`config.mk`:
```
export PLATFORM = sky130hd
export DESIGN_NAME = pin_function_multiplexer
export DESIGN_NICKNAME = d
export VERILOG_FILES = /design/src/pin_mux_pkg.sv /design/src/pin_function_multiplexer.sv
export SDC_FILE = /design/constraint.sdc
export NUM_CORES = 1
export LEC_CHECK = 0
export BUFFER_PORTS_ARGS = -buffer_cell sky130_fd_sc_hd__clkbuf_2
export CORE_UTILIZATION = 49
export DETAILED_ROUTE_END_ITERATION = 8
export PLACE_DENSITY = 0.75
export SLEW_MARGIN = 20
export SYNTH_ARGS = -nofsm -noshare
export SYNTH_HDL_FRONTEND = slang
export SYNTH_SLANG_ARGS = --single-unit
```
`constraint.sdc`:
```
create_clock -name core_clk -period 8.12 [get_ports core_clk]
set_clock_uncertainty 0.2 [all_clocks]
set_input_delay 0.406 -clock core_clk [delete_from_list [all_inputs] [get_ports core_clk]]
set_output_delay 0.406 -clock core_clk [all_outputs]
set_load 0.02 [all_outputs]
```
`src/pin_mux_pkg.sv`:
```
package pin_mux_pkg;

    // Register byte offsets
    localparam logic [7:0] OFS_SUPPLY = 8'h00;
    localparam logic [7:0] OFS_PA_LO = 8'h04;
    localparam logic [7:0] OFS_PA_HI = 8'h08;
    localparam logic [7:0] OFS_PB_LO = 8'h0c;
    localparam logic [7:0] OFS_PB_HI = 8'h10;
    localparam logic [7:0] OFS_PC_LO = 8'h14;
    localparam logic [7:0] OFS_PC_HI = 8'h18;
    localparam logic [7:0] OFS_PD_LO = 8'h1c;
    localparam logic [7:0] OFS_PD_HI = 8'h20;
    localparam logic [7:0] OFS_PF_LO = 8'h24;
    localparam logic [7:0] OFS_DIR_A = 8'h28;
    localparam logic [7:0] OFS_DIR_B = 8'h2c;
    localparam logic [7:0] OFS_DIR_C = 8'h30;
    localparam logic [7:0] OFS_DIR_D = 8'h34;
    localparam logic [7:0] OFS_LCD_CTRL = 8'h38;
    localparam logic [7:0] OFS_STATUS = 8'h3c;

    // Writable bits, reset values and port F auxiliary code
    localparam logic [7:0] SUPPLY_MASK = 8'h3f;
    localparam logic [7:0] PB_LO_MASK = 8'hfc;
    localparam logic [7:0] SEL_RESET = 8'h00;
    localparam logic [7:0] DIR_RESET = 8'hff;
    localparam logic [1:0] PORTF_AUX_CODE = 2'b01;

    // Bus responses
    localparam logic [1:0] RESP_OKAY = 2'b00;
    localparam logic [1:0] RESP_SLVERR = 2'b10;

    // Pin function identifiers
    localparam logic [4:0] FN_GPIO = 5'h00;
    localparam logic [4:0] FN_TM_OUT = 5'h01;
    localparam logic [4:0] FN_TM_OUT_INV = 5'h02;
    localparam logic [4:0] FN_SPI_DOUT = 5'h03;
    localparam logic [4:0] FN_SPI_DIN = 5'h04;
    localparam logic [4:0] FN_SPI_CLK = 5'h05;
    localparam logic [4:0] FN_SPI_SEL = 5'h06;
    localparam logic [4:0] FN_SER_DATA = 5'h07;
    localparam logic [4:0] FN_SER_CLK = 5'h08;
    localparam logic [4:0] FN_SER_DOUT = 5'h09;
    localparam logic [4:0] FN_SER_SEL = 5'h0a;
    localparam logic [4:0] FN_UART = 5'h0b;
    localparam logic [4:0] FN_UART_TX = 5'h0c;
    localparam logic [4:0] FN_OSC = 5'h0d;
    localparam logic [4:0] FN_XTAL = 5'h0e;
    localparam logic [4:0] FN_OPAMP = 5'h0f;
    localparam logic [4:0] FN_LVD = 5'h10;
    localparam logic [4:0] FN_LCD_SEGMENT = 5'h11;
    localparam logic [4:0] FN_LCD_COMMON = 5'h12;
    localparam logic [4:0] FN_LCD_BIAS = 5'h13;
    localparam logic [4:0] FN_LCD_PUMP = 5'h14;

endpackage

```
`src/pin_function_multiplexer.sv`:
```
// Operation
// - Port B lines 2-3 supply: upper field bit 0 core, 1 auxiliary; lower ignored.
// - Port A lines 6-7 supply: pattern 0x core, 1x auxiliary.
// - Group uses auxiliary supply only if port F line 0 selects it and field is 1x.
// - Port B low select bits 1:0 unimplemented, read zero.
// - PA3: 00 I/O+capture, 01 timer out, 10 SPI data out, 11 oscillator.
// - PA2: 00/01/10 I/O with timer clock, 11 crystal pin two.
// - PA1: 00 I/O+irq, 01 op-amp, 10 voltage detect, 11 inverted timer out.
// - PA0: 00/01 I/O+capture, 10 timer out, 11 crystal pin one.
// - PA7 and PA6 fields select serial, UART, SPI or I/O as listed.
// - PA5 and PA4 fields select timer, SPI, op-amp, oscillator or I/O.
// - PB3 and PB2 fields select serial, SPI, UART, segment or I/O.
// - PB1: 00/01 I/O+irq, 10 inverted timer out, 11 segment.
// - PB7..PB4: code 01 segment, otherwise plain I/O.
// - PC3, PC1, PC7, PC6: code 01 segment, otherwise I/O.
// - PC2 and PC0 fields select timer out, segment or I/O.
// - PC5 and PC4 fields select UART, serial, SPI or I/O.
// - PD3..PD0: 01 segment, 10 common, otherwise I/O.
// - PD7: code 01 segment, otherwise I/O.
// - PD6: 01 segment, 10 bias; resistor-type control forces bias.
// - PD5: 01 segment, 10 pump capacitor, otherwise I/O; resistor-type control forces pump on any code.
// - Direction bit 0 output, 1 input; resets to input.
//
// Decided for this implementation: register access over AXI4-Lite and the register offsets.
`timescale 1ns/1ps
module pin_function_multiplexer (
    // Clock and reset
    input wire logic core_clk,
    input wire logic sys_rst,
    // Register bus write channels
    input wire logic [7:0] awaddr,
    input wire logic awvalid,
    output logic awready,
    input wire logic [31:0] wdata,
    input wire logic [3:0] wstrb,
    input wire logic wvalid,
    output logic wready,
    output logic [1:0] bresp,
    output logic bvalid,
    input wire logic bready,
    // Register bus read channels
    input wire logic [7:0] araddr,
    input wire logic arvalid,
    output logic arready,
    output logic [31:0] rdata,
    output logic [1:0] rresp,
    output logic rvalid,
    input wire logic rready,
    // Pin function per line, five bits per line, line 0 lowest
    output logic [39:0] pin_func_a,
    output logic [39:0] pin_func_b,
    output logic [39:0] pin_func_c,
    output logic [39:0] pin_func_d,
    // General I/O output drivers
    output logic [7:0] pin_out_en_a,
    output logic [7:0] pin_out_en_b,
    output logic [7:0] pin_out_en_c,
    output logic [7:0] pin_out_en_d,
    // Multi-power groups: 0 port A 6-7, 1 port B 2-3, 2 port C 4-5
    output logic [2:0] aux_supply_sel
);

    typedef struct packed {
        logic [9:0][7:0] sel;
        logic [3:0][7:0] dir;
        logic lcd_resistor_type_ctrl;
        logic awready;
        logic wready;
        logic bvalid;
        logic [1:0] bresp;
        logic arready;
        logic rvalid;
        logic [1:0] rresp;
        logic [31:0] rdata;
        logic [3:0][7:0][4:0] func;
        logic [3:0][7:0] oe;
        logic [2:0] aux;
    } state_type;

    state_type st_reg;
    state_type st_next;

    ////////////////////////////////////////////////////////////////////////////
    // Decode helpers

    function automatic logic [4:0] pick4(input logic [1:0] code, input logic [4:0] f0,
                                         input logic [4:0] f1, input logic [4:0] f2,
                                         input logic [4:0] f3);
        logic [4:0] r;
        unique case (code)
            2'b00: r = f0;
            2'b01: r = f1;
            2'b10: r = f2;
            2'b11: r = f3;
        endcase
        return r;
    endfunction

    function automatic logic [4:0] pin_func(input logic [1:0] port, input logic [2:0] line,
                                            input logic [1:0] c, input logic force_lcd);
        logic [4:0] r;
        r = pin_mux_pkg::FN_GPIO;
        unique case ({port, line})
            5'd0: r = pick4(c, pin_mux_pkg::FN_GPIO, pin_mux_pkg::FN_GPIO, pin_mux_pkg::FN_TM_OUT,
                            pin_mux_pkg::FN_XTAL);
            5'd1: r = pick4(c, pin_mux_pkg::FN_GPIO, pin_mux_pkg::FN_OPAMP, pin_mux_pkg::FN_LVD,
                            pin_mux_pkg::FN_TM_OUT_INV);
            5'd2: r = pick4(c, pin_mux_pkg::FN_GPIO, pin_mux_pkg::FN_GPIO, pin_mux_pkg::FN_GPIO,
                            pin_mux_pkg::FN_XTAL);
            5'd3: r = pick4(c, pin_mux_pkg::FN_GPIO, pin_mux_pkg::FN_TM_OUT, pin_mux_pkg::FN_SPI_DOUT,
                            pin_mux_pkg::FN_OSC);
            5'd4: r = pick4(c, pin_mux_pkg::FN_GPIO, pin_mux_pkg::FN_TM_OUT, pin_mux_pkg::FN_SPI_SEL,
                            pin_mux_pkg::FN_OSC);
            5'd5: r = pick4(c, pin_mux_pkg::FN_GPIO, pin_mux_pkg::FN_TM_OUT, pin_mux_pkg::FN_SPI_CLK,
                            pin_mux_pkg::FN_OPAMP);
            5'd6: r = pick4(c, pin_mux_pkg::FN_GPIO, pin_mux_pkg::FN_SPI_DIN, pin_mux_pkg::FN_SER_CLK,
                            pin_mux_pkg::FN_GPIO);
            5'd7: r = pick4(c, pin_mux_pkg::FN_GPIO, pin_mux_pkg::FN_SER_DATA, pin_mux_pkg::FN_UART,
                            pin_mux_pkg::FN_GPIO);
            5'd8: r = pin_mux_pkg::FN_GPIO;
            5'd9: r = pick4(c, pin_mux_pkg::FN_GPIO, pin_mux_pkg::FN_GPIO, pin_mux_pkg::FN_TM_OUT_INV,
                            pin_mux_pkg::FN_LCD_SEGMENT);
            5'd10: r = pick4(c, pin_mux_pkg::FN_GPIO, pin_mux_pkg::FN_SER_SEL, pin_mux_pkg::FN_SPI_CLK,
                             pin_mux_pkg::FN_LCD_SEGMENT);
            5'd11: r = pick4(c, pin_mux_pkg::FN_GPIO, pin_mux_pkg::FN_SER_DOUT, pin_mux_pkg::FN_SPI_DIN,
                             pin_mux_pkg::FN_UART_TX);
            5'd12, 5'd13, 5'd14, 5'd15: r = pick4(c, pin_mux_pkg::FN_GPIO, pin_mux_pkg::FN_LCD_SEGMENT,
                                                  pin_mux_pkg::FN_GPIO, pin_mux_pkg::FN_GPIO);
            5'd16: r = pick4(c, pin_mux_pkg::FN_GPIO, pin_mux_pkg::FN_GPIO, pin_mux_pkg::FN_TM_OUT,
                             pin_mux_pkg::FN_LCD_SEGMENT);
            5'd17, 5'd19, 5'd22, 5'd23: r = pick4(c, pin_mux_pkg::FN_GPIO, pin_mux_pkg::FN_LCD_SEGMENT,
                                                  pin_mux_pkg::FN_GPIO, pin_mux_pkg::FN_GPIO);
            5'd18: r = pick4(c, pin_mux_pkg::FN_GPIO, pin_mux_pkg::FN_TM_OUT, pin_mux_pkg::FN_LCD_SEGMENT,
                             pin_mux_pkg::FN_GPIO);
            5'd20: r = pick4(c, pin_mux_pkg::FN_GPIO, pin_mux_pkg::FN_SER_DOUT, pin_mux_pkg::FN_UART_TX,
                             pin_mux_pkg::FN_SPI_SEL);
            5'd21: r = pick4(c, pin_mux_pkg::FN_GPIO, pin_mux_pkg::FN_UART, pin_mux_pkg::FN_SER_DATA,
                             pin_mux_pkg::FN_SPI_DOUT);
            // PD0 to PD3 segment or common
            5'd24, 5'd25, 5'd26, 5'd27: r = pick4(c, pin_mux_pkg::FN_GPIO, pin_mux_pkg::FN_LCD_SEGMENT,
                                                  pin_mux_pkg::FN_LCD_COMMON, pin_mux_pkg::FN_GPIO);
            // PD4 and PD5 pump capacitor, forced by resistor type
            5'd28, 5'd29: r = force_lcd ? pin_mux_pkg::FN_LCD_PUMP :
                                pick4(c, pin_mux_pkg::FN_GPIO, pin_mux_pkg::FN_LCD_SEGMENT,
                                      pin_mux_pkg::FN_LCD_PUMP, pin_mux_pkg::FN_GPIO);
            // PD6 bias, forced by resistor type
            5'd30: r = force_lcd ? pin_mux_pkg::FN_LCD_BIAS :
                         pick4(c, pin_mux_pkg::FN_GPIO, pin_mux_pkg::FN_LCD_SEGMENT,
                               pin_mux_pkg::FN_LCD_BIAS, pin_mux_pkg::FN_GPIO);
            5'd31: r = pick4(c, pin_mux_pkg::FN_GPIO, pin_mux_pkg::FN_LCD_SEGMENT, pin_mux_pkg::FN_GPIO,
                             pin_mux_pkg::FN_GPIO);
        endcase
        return r;
    endfunction

    // Register index 0..15 for a mapped offset, bit 4 set when unmapped
    function automatic logic [4:0] reg_index(input logic [7:0] addr);
        return (addr[1:0] == 2'b00 && addr <= pin_mux_pkg::OFS_STATUS) ? {1'b0, addr[5:2]} : 5'h10;
    endfunction

    ////////////////////////////////////////////////////////////////////////////
    // Next state

    always_comb begin
        logic [4:0] widx;
        logic [4:0] ridx;
        logic [7:0] wbyte;
        logic [1:0] code;
        st_next = st_reg;
        widx = reg_index(awaddr);
        ridx = reg_index(araddr);
        wbyte = wdata[7:0];
        code = 2'b00;
        st_next.awready = 1'b0;
        st_next.wready = 1'b0;
        st_next.arready = 1'b0;

        // Write: take address and data together, answer one cycle later
        if (awvalid && wvalid && !st_reg.awready && !st_reg.bvalid) begin
            st_next.awready = 1'b1;
            st_next.wready = 1'b1;
        end
        if (st_reg.awready) begin
            st_next.bvalid = 1'b1;
            st_next.bresp = widx[4] ? pin_mux_pkg::RESP_SLVERR : pin_mux_pkg::RESP_OKAY;
            if (!widx[4] && wstrb[0]) begin
                if (widx[3:0] == 4'd0) begin
                    st_next.sel[0] = wbyte & pin_mux_pkg::SUPPLY_MASK;
                end else if (widx[3:0] == 4'd3) begin
                    // low bits of port B low select kept at zero
                    st_next.sel[3] = wbyte & pin_mux_pkg::PB_LO_MASK;
                end else if (widx[3:0] <= 4'd9) begin
                    st_next.sel[widx[3:0]] = wbyte;
                end else if (widx[3:0] <= 4'd13) begin
                    st_next.dir[2'(widx[3:0] - 4'd10)] = wbyte;
                end else if (widx[3:0] == 4'd14) begin
                    st_next.lcd_resistor_type_ctrl = wbyte[0];
                end
            end
        end
        if (st_reg.bvalid && bready) begin
            st_next.bvalid = 1'b0;
        end

        // Read: accept address, data follows one cycle later
        if (arvalid && !st_reg.arready && !st_reg.rvalid) begin
            st_next.arready = 1'b1;
        end
        if (st_reg.arready) begin
            st_next.rvalid = 1'b1;
            st_next.rresp = ridx[4] ? pin_mux_pkg::RESP_SLVERR : pin_mux_pkg::RESP_OKAY;
            st_next.rdata = 32'h0000_0000;
            if (!ridx[4]) begin
                if (ridx[3:0] <= 4'd9) begin
                    st_next.rdata[7:0] = st_reg.sel[ridx[3:0]];
                end else if (ridx[3:0] <= 4'd13) begin
                    st_next.rdata[7:0] = st_reg.dir[2'(ridx[3:0] - 4'd10)];
                end else if (ridx[3:0] == 4'd14) begin
                    st_next.rdata[0] = st_reg.lcd_resistor_type_ctrl;
                end else begin
                    st_next.rdata[2:0] = st_reg.aux;
                end
            end
        end
        if (st_reg.rvalid && rready) begin
            st_next.rvalid = 1'b0;
        end

        // Pin functions and output drivers
        for (int p = 0; p < 4; p++) begin
            for (int l = 0; l < 8; l++) begin
                code = st_reg.sel[1 + 2 * p + l / 4][2 * (l % 4) +: 2];
                st_next.func[p][l] = pin_func(2'(p), 3'(l), code, st_reg.lcd_resistor_type_ctrl);
                st_next.oe[p][l] = !st_reg.dir[p][l] && st_next.func[p][l] == pin_mux_pkg::FN_GPIO;
            end
        end

        // auxiliary supply needs port F line 0 function and upper field bit
        for (int g = 0; g < 3; g++) begin
            st_next.aux[g] = st_reg.sel[9][1:0] == pin_mux_pkg::PORTF_AUX_CODE && st_reg.sel[0][2 * g + 1];
        end
    end

    always_ff @(posedge core_clk or posedge sys_rst) begin
        if (sys_rst) begin
            st_reg <= '0;
            // selects come up as general I/O
            st_reg.sel <= {10{pin_mux_pkg::SEL_RESET}};
            st_reg.dir <= {4{pin_mux_pkg::DIR_RESET}};
        end else begin
            st_reg <= st_next;
        end
    end

    assign awready = st_reg.awready;
    assign wready = st_reg.wready;
    assign bvalid = st_reg.bvalid;
    assign bresp = st_reg.bresp;
    assign arready = st_reg.arready;
    assign rvalid = st_reg.rvalid;
    assign rresp = st_reg.rresp;
    assign rdata = st_reg.rdata;
    assign pin_func_a = st_reg.func[0];
    assign pin_func_b = st_reg.func[1];
    assign pin_func_c = st_reg.func[2];
    assign pin_func_d = st_reg.func[3];
    assign pin_out_en_a = st_reg.oe[0];
    assign pin_out_en_b = st_reg.oe[1];
    assign pin_out_en_c = st_reg.oe[2];
    assign pin_out_en_d = st_reg.oe[3];
    assign aux_supply_sel = st_reg.aux;
endmodule

```
==> results.md <==
Die:
- The floorplan has 55 rows.
- The area of the core region is 22600 µm².
- The die is 153 µm tall.
- The width of the chip is 153 µm.
- The initial core utilization is 49.8%.
- 295 I/O pins were placed.
- The die footprint is 23600 µm².

Critical path:
- The worst setup path is captured at a register.
- In this design, the stage delay of the slowest critical-path cell is 0.99 ns.
- The slowest cell on the critical path is sky130_fd_sc_hd__nor2b_1.
- The buffer and inverter count on the worst path is 2.
- The maximum net fanout on the critical path is 8.
- The arrival time at the worst endpoint is 3.37 ns.
- The kind of launch point of the worst setup path is an input pin.
- The critical path goes through dlygate4sd3_1 -> clkbuf_2 -> nor4_2 -> and3_1 -> nor3b_2 -> nor2b_1 -> mux2_2.
- For the worst setup path, the data required time is 8.32 ns.
- The path type of the worst setup path is in2reg.
- Grouping stages by cell kind, the critical path spends the most delay in simple AND/OR/NAND/NOR gates.

Clock tree:
- CTS saw 232 sinks.
- For the worst-skew pair, the clock arrives at the later sink with an insertion delay of 0.53 ns.
- CTS built an H-tree with a depth of 1.
- The quantity of gates resized following cts is 0.
- The clock passes through at most 3 buffers.
- The number of setup buffers added after CTS is 0.
- Counting the buffers created by CTS gives 26.
- Clock-pin slew was measured on the worst setup and hold paths at 0.07 ns.
- The hold-fix buffer count after cts is 7.
- The clock root buffer is sky130_fd_sc_hd__clkbuf_16.
- TritonCTS built the clock tree.

Synthesis:
- After synthesis the cells add up to 11200 µm².
- After synthesis, the cell types taking the most area are sky130_fd_sc_hd__dfrtp_1 (45%), sky130_fd_sc_hd__buf_4 (15%), sky130_fd_sc_hd__mux2_2 (11%).
- Counting every instance in the synthesized netlist gives 934.
- The number of warnings printed during yosys synthesis is 0.
- The share of flip-flops with an asynchronous set or reset after synthesis is 100%.
- The synthesized netlist devotes 4.22% of its cell area to compound gates.
- Each instance of the synthesized netlist takes up on average 12.0 µm².
- In this run the biggest area consumer among cell types represents 44.5% of the synthesized area.
- The mux contribution to synthesized area is 15.3%.
- Among all cell types in the netlist, the one instantiated most often is sky130_fd_sc_hd__buf_4.
- After synthesis, the largest family of logic cells by area is buffers and inverters.
- Ranked by instance count, the synthesized netlist is headed by sky130_fd_sc_hd__buf_4 (232), sky130_fd_sc_hd__dfrtp_1 (200), sky130_fd_sc_hd__mux2_2 (114).
- Summing the areas of all and, or, nand and nor instances in the mapped netlist gives 7.73% of the synthesized area.
- After Yosys synthesis, full adders, half adders and majority gates account for 2.45% of the synthesized area.
- The cell taking the most area after synthesis is sky130_fd_sc_hd__dfrtp_1.
- After Yosys synthesis, XOR and XNOR cells account for 0% of the synthesized area.
- The post-synthesis sequential area ratio is 52.0%.
- The most used flip-flop cell after synthesis is sky130_fd_sc_hd__dfrtp_1.
- Counting flops with a built-in enable in the synthesized netlist gives 0.
- Counting flops and latches in the post-synthesis netlist gives 232.
- The number of different library cells used by synthesis comes to 56.

Flow run:
- The total of max-cap violations is 0.

Power:
- The completed layout was analyzed and its total power is 2.54 mW.
- The worst-case vdd ir drop is 0.000148 V.
- Dividing total power by cell area gives a power density of 215 nW/µm².
- The static leakage power is 5.97 nW.

Placed design:
- Counting tap cells, the placed design contains a total of 1214 instances.
- The half-perimeter wire length after detailed placement is 16600 µm.
- Routability-driven placement finished with a final weighted congestion of 0.897.
- The instance area after placement is 10900 µm².
- The pre-CTS worst setup slack is 4.95 ns.
- The count of input and output buffers is 173.

Status:
- The flow ran to the end, and the final reports show no timing, DRC or antenna violations.

Finish:
- Cells with a size suffix above 1 make up 40.0% of the layout.
- The number of diodes added for antenna fixing is 0.
- The flip-flop count of the largest register, all copies and words added is 113.
- At the end of the flow, the number of nets in the layout was 1046.
- In the final layout, the multi-input gates occupy 3690 µm².
- The final non-filler cell area is 11800 µm².
- After filler insertion, the fill cell instance count of the layout stands at 1942.
- The final cell count without fillers is 1269.
- The area used by sequential logic in the layout is 5850 µm².
- The post-synthesis to final-layout area growth is 5.31%.

STA:
- Measured against its own limit, the worst slew margin works out to 18.6%.
- The count of endpoints failing hold in the final timing report is 0.
- The total of endpoints with negative setup slack in the final report is 0.
- Setup repair after global routing left no endpoint under its margin.
- The share of the clock period used by the worst path after layout is 39.0%.
- The maximum frequency from static timing analysis is 316 MHz.
- The slew at the pin closest to its max-slew limit is 1.22 ns.
- The final-layout setup total negative slack is 0 ns.
- The max-slew violation total from the final report was 0.
- The routed design could run at a clock period as short as 3.17 ns.
- Across all setup checks in the final design, the least slack found is 4.95 ns.

Global route:
- The first global-routing pass estimated 36900 µm of wire.
- The number of antenna violations at the first check in global routing is 0.
- The via count of the first global-routing pass is 6357.
- The leftover overflow at the end of global routing is 0.
- Entering global routing, the biggest net connects 166 pins.
- Global routing used 20.7% of the available tracks across all layers.

Drt:
- The detailed-route via count is 6522.
- The detailed-router iteration count before antenna repair is 5.
- In the final routed layout, each cell accounts on average for 19.0 µm.
- The detailed router finished its first iteration with 466 violations.
- In the routed design, unresolved DRC markers number 0.
- The per-cell via count in the routed design is 5.14.
- The antenna violation net count after detailed routing is 0.
- The final layout contains routed wiring with a total length of 24100 µm.

Hold path:
- The min-delay analysis places its worst path in the category in2reg.
## worst paths after layout
kind	start	end	slack, ns	cells after the start
setup / recovery	awaddr[6]	st_reg[300]$_DFFE_PP0P_	4.95	7
hold / removal	wdata[7]	st_reg[348]$_DFFE_PP0P_	0.17	2
setup reg to reg	awready$_DFF_PP0_	st_reg[300]$_DFFE_PP0P_	5.38	4
hold reg to reg	st_reg[245]$_DFFE_PP1P_	pin_out_en_b[0]$_DFF_PP0_	0.26	1
max in group asynchronous	sys_rst	st_reg[343]$_DFFE_PP0P_	5.91	4
min in group asynchronous	sys_rst	pin_func_a[37]$_DFF_PP0_	0.39	3
## where the power goes
part	total (mW)	internal (mW)	switching (mW)
clock	1.12	0.670	0.454
sequential	1.21	1.19	0.0223
combinational	0.210	0.0539	0.156
total	2.54	1.91	0.633
## cell usage in the layout (no fill, tap or decap), drive strengths merged, types with 5 or more instances in the layout
cell / instances
clkbuf: 212
dfrtp: 200
mux2: 114
conb: 94
nor2: 56
inv: 35
dfstp: 32
nor2b: 26
ha: 22
mux2i: 19
and2: 16
a21oi: 14
nand2: 11
mux4: 11
nand2b: 10
a31oi: 9
o22ai: 9
nor3: 9
dlygate4sd3: 8
or2: 7
o21ai: 7
clkinv: 7
nor3b: 5
## final cells by class
| type | count | share of cell area (%) |
|---|---|---|
| Sequential cell | 232 | 49.4 |
| Multi-Input combinational cell | 484 | 31.2 |
| Timing Repair Buffer | 185 | 8.24 |
| Clock buffer | 39 | 6.34 |
| Tap cell | 285 | 3.01 |
| Inverter | 36 | 1.25 |
| Clock inverter | 8 | 0.602 |
## layer usage
layer | part of all wire (%) | GRT usage [%] | wire, µm | vias up
li1 | - | - | - | 2863
met3 | 7.5 | 4.34 | 1800 | 46
met1 | 40 | 27.0 | 9710 | 3297
met5 | 0 | 0 | 0 | -
met2 | 49 | 34.0 | 11800 | 316
met4 | 3.2 | 7.81 | 774 | 0
## cells by family after synthesis
group                    after synthesis
buffers and inverters                311
flip-flops                           232
multiplexers                         144
AND/OR/NAND/NOR                      155
AO/OA/AOI/OAI                         69
other                                  1
adder cells (fa/ha/maj)               22
## per-stage QoR
step | hold WS [ns] | util, %
5_1_grt | 0.171 | 52.5
6_report | 0.175 | 52.5
3_3_place_gp | 0.229 | 48.4
3_5_place_dp | 0.234 | 48.4
4_1_cts | 0.0226 | 52.4
2_1_floorplan | 0.220 | -
## worst reg2reg max path: cells and delay by family (launching register included)
family / cells / cell delay [ns]
muxes: 1 / 0.42
and+or+nand+nor: 3 / 1.58
DFF: 1 / 0.42
No activity file was read; power rests on OpenSTA's default activity.
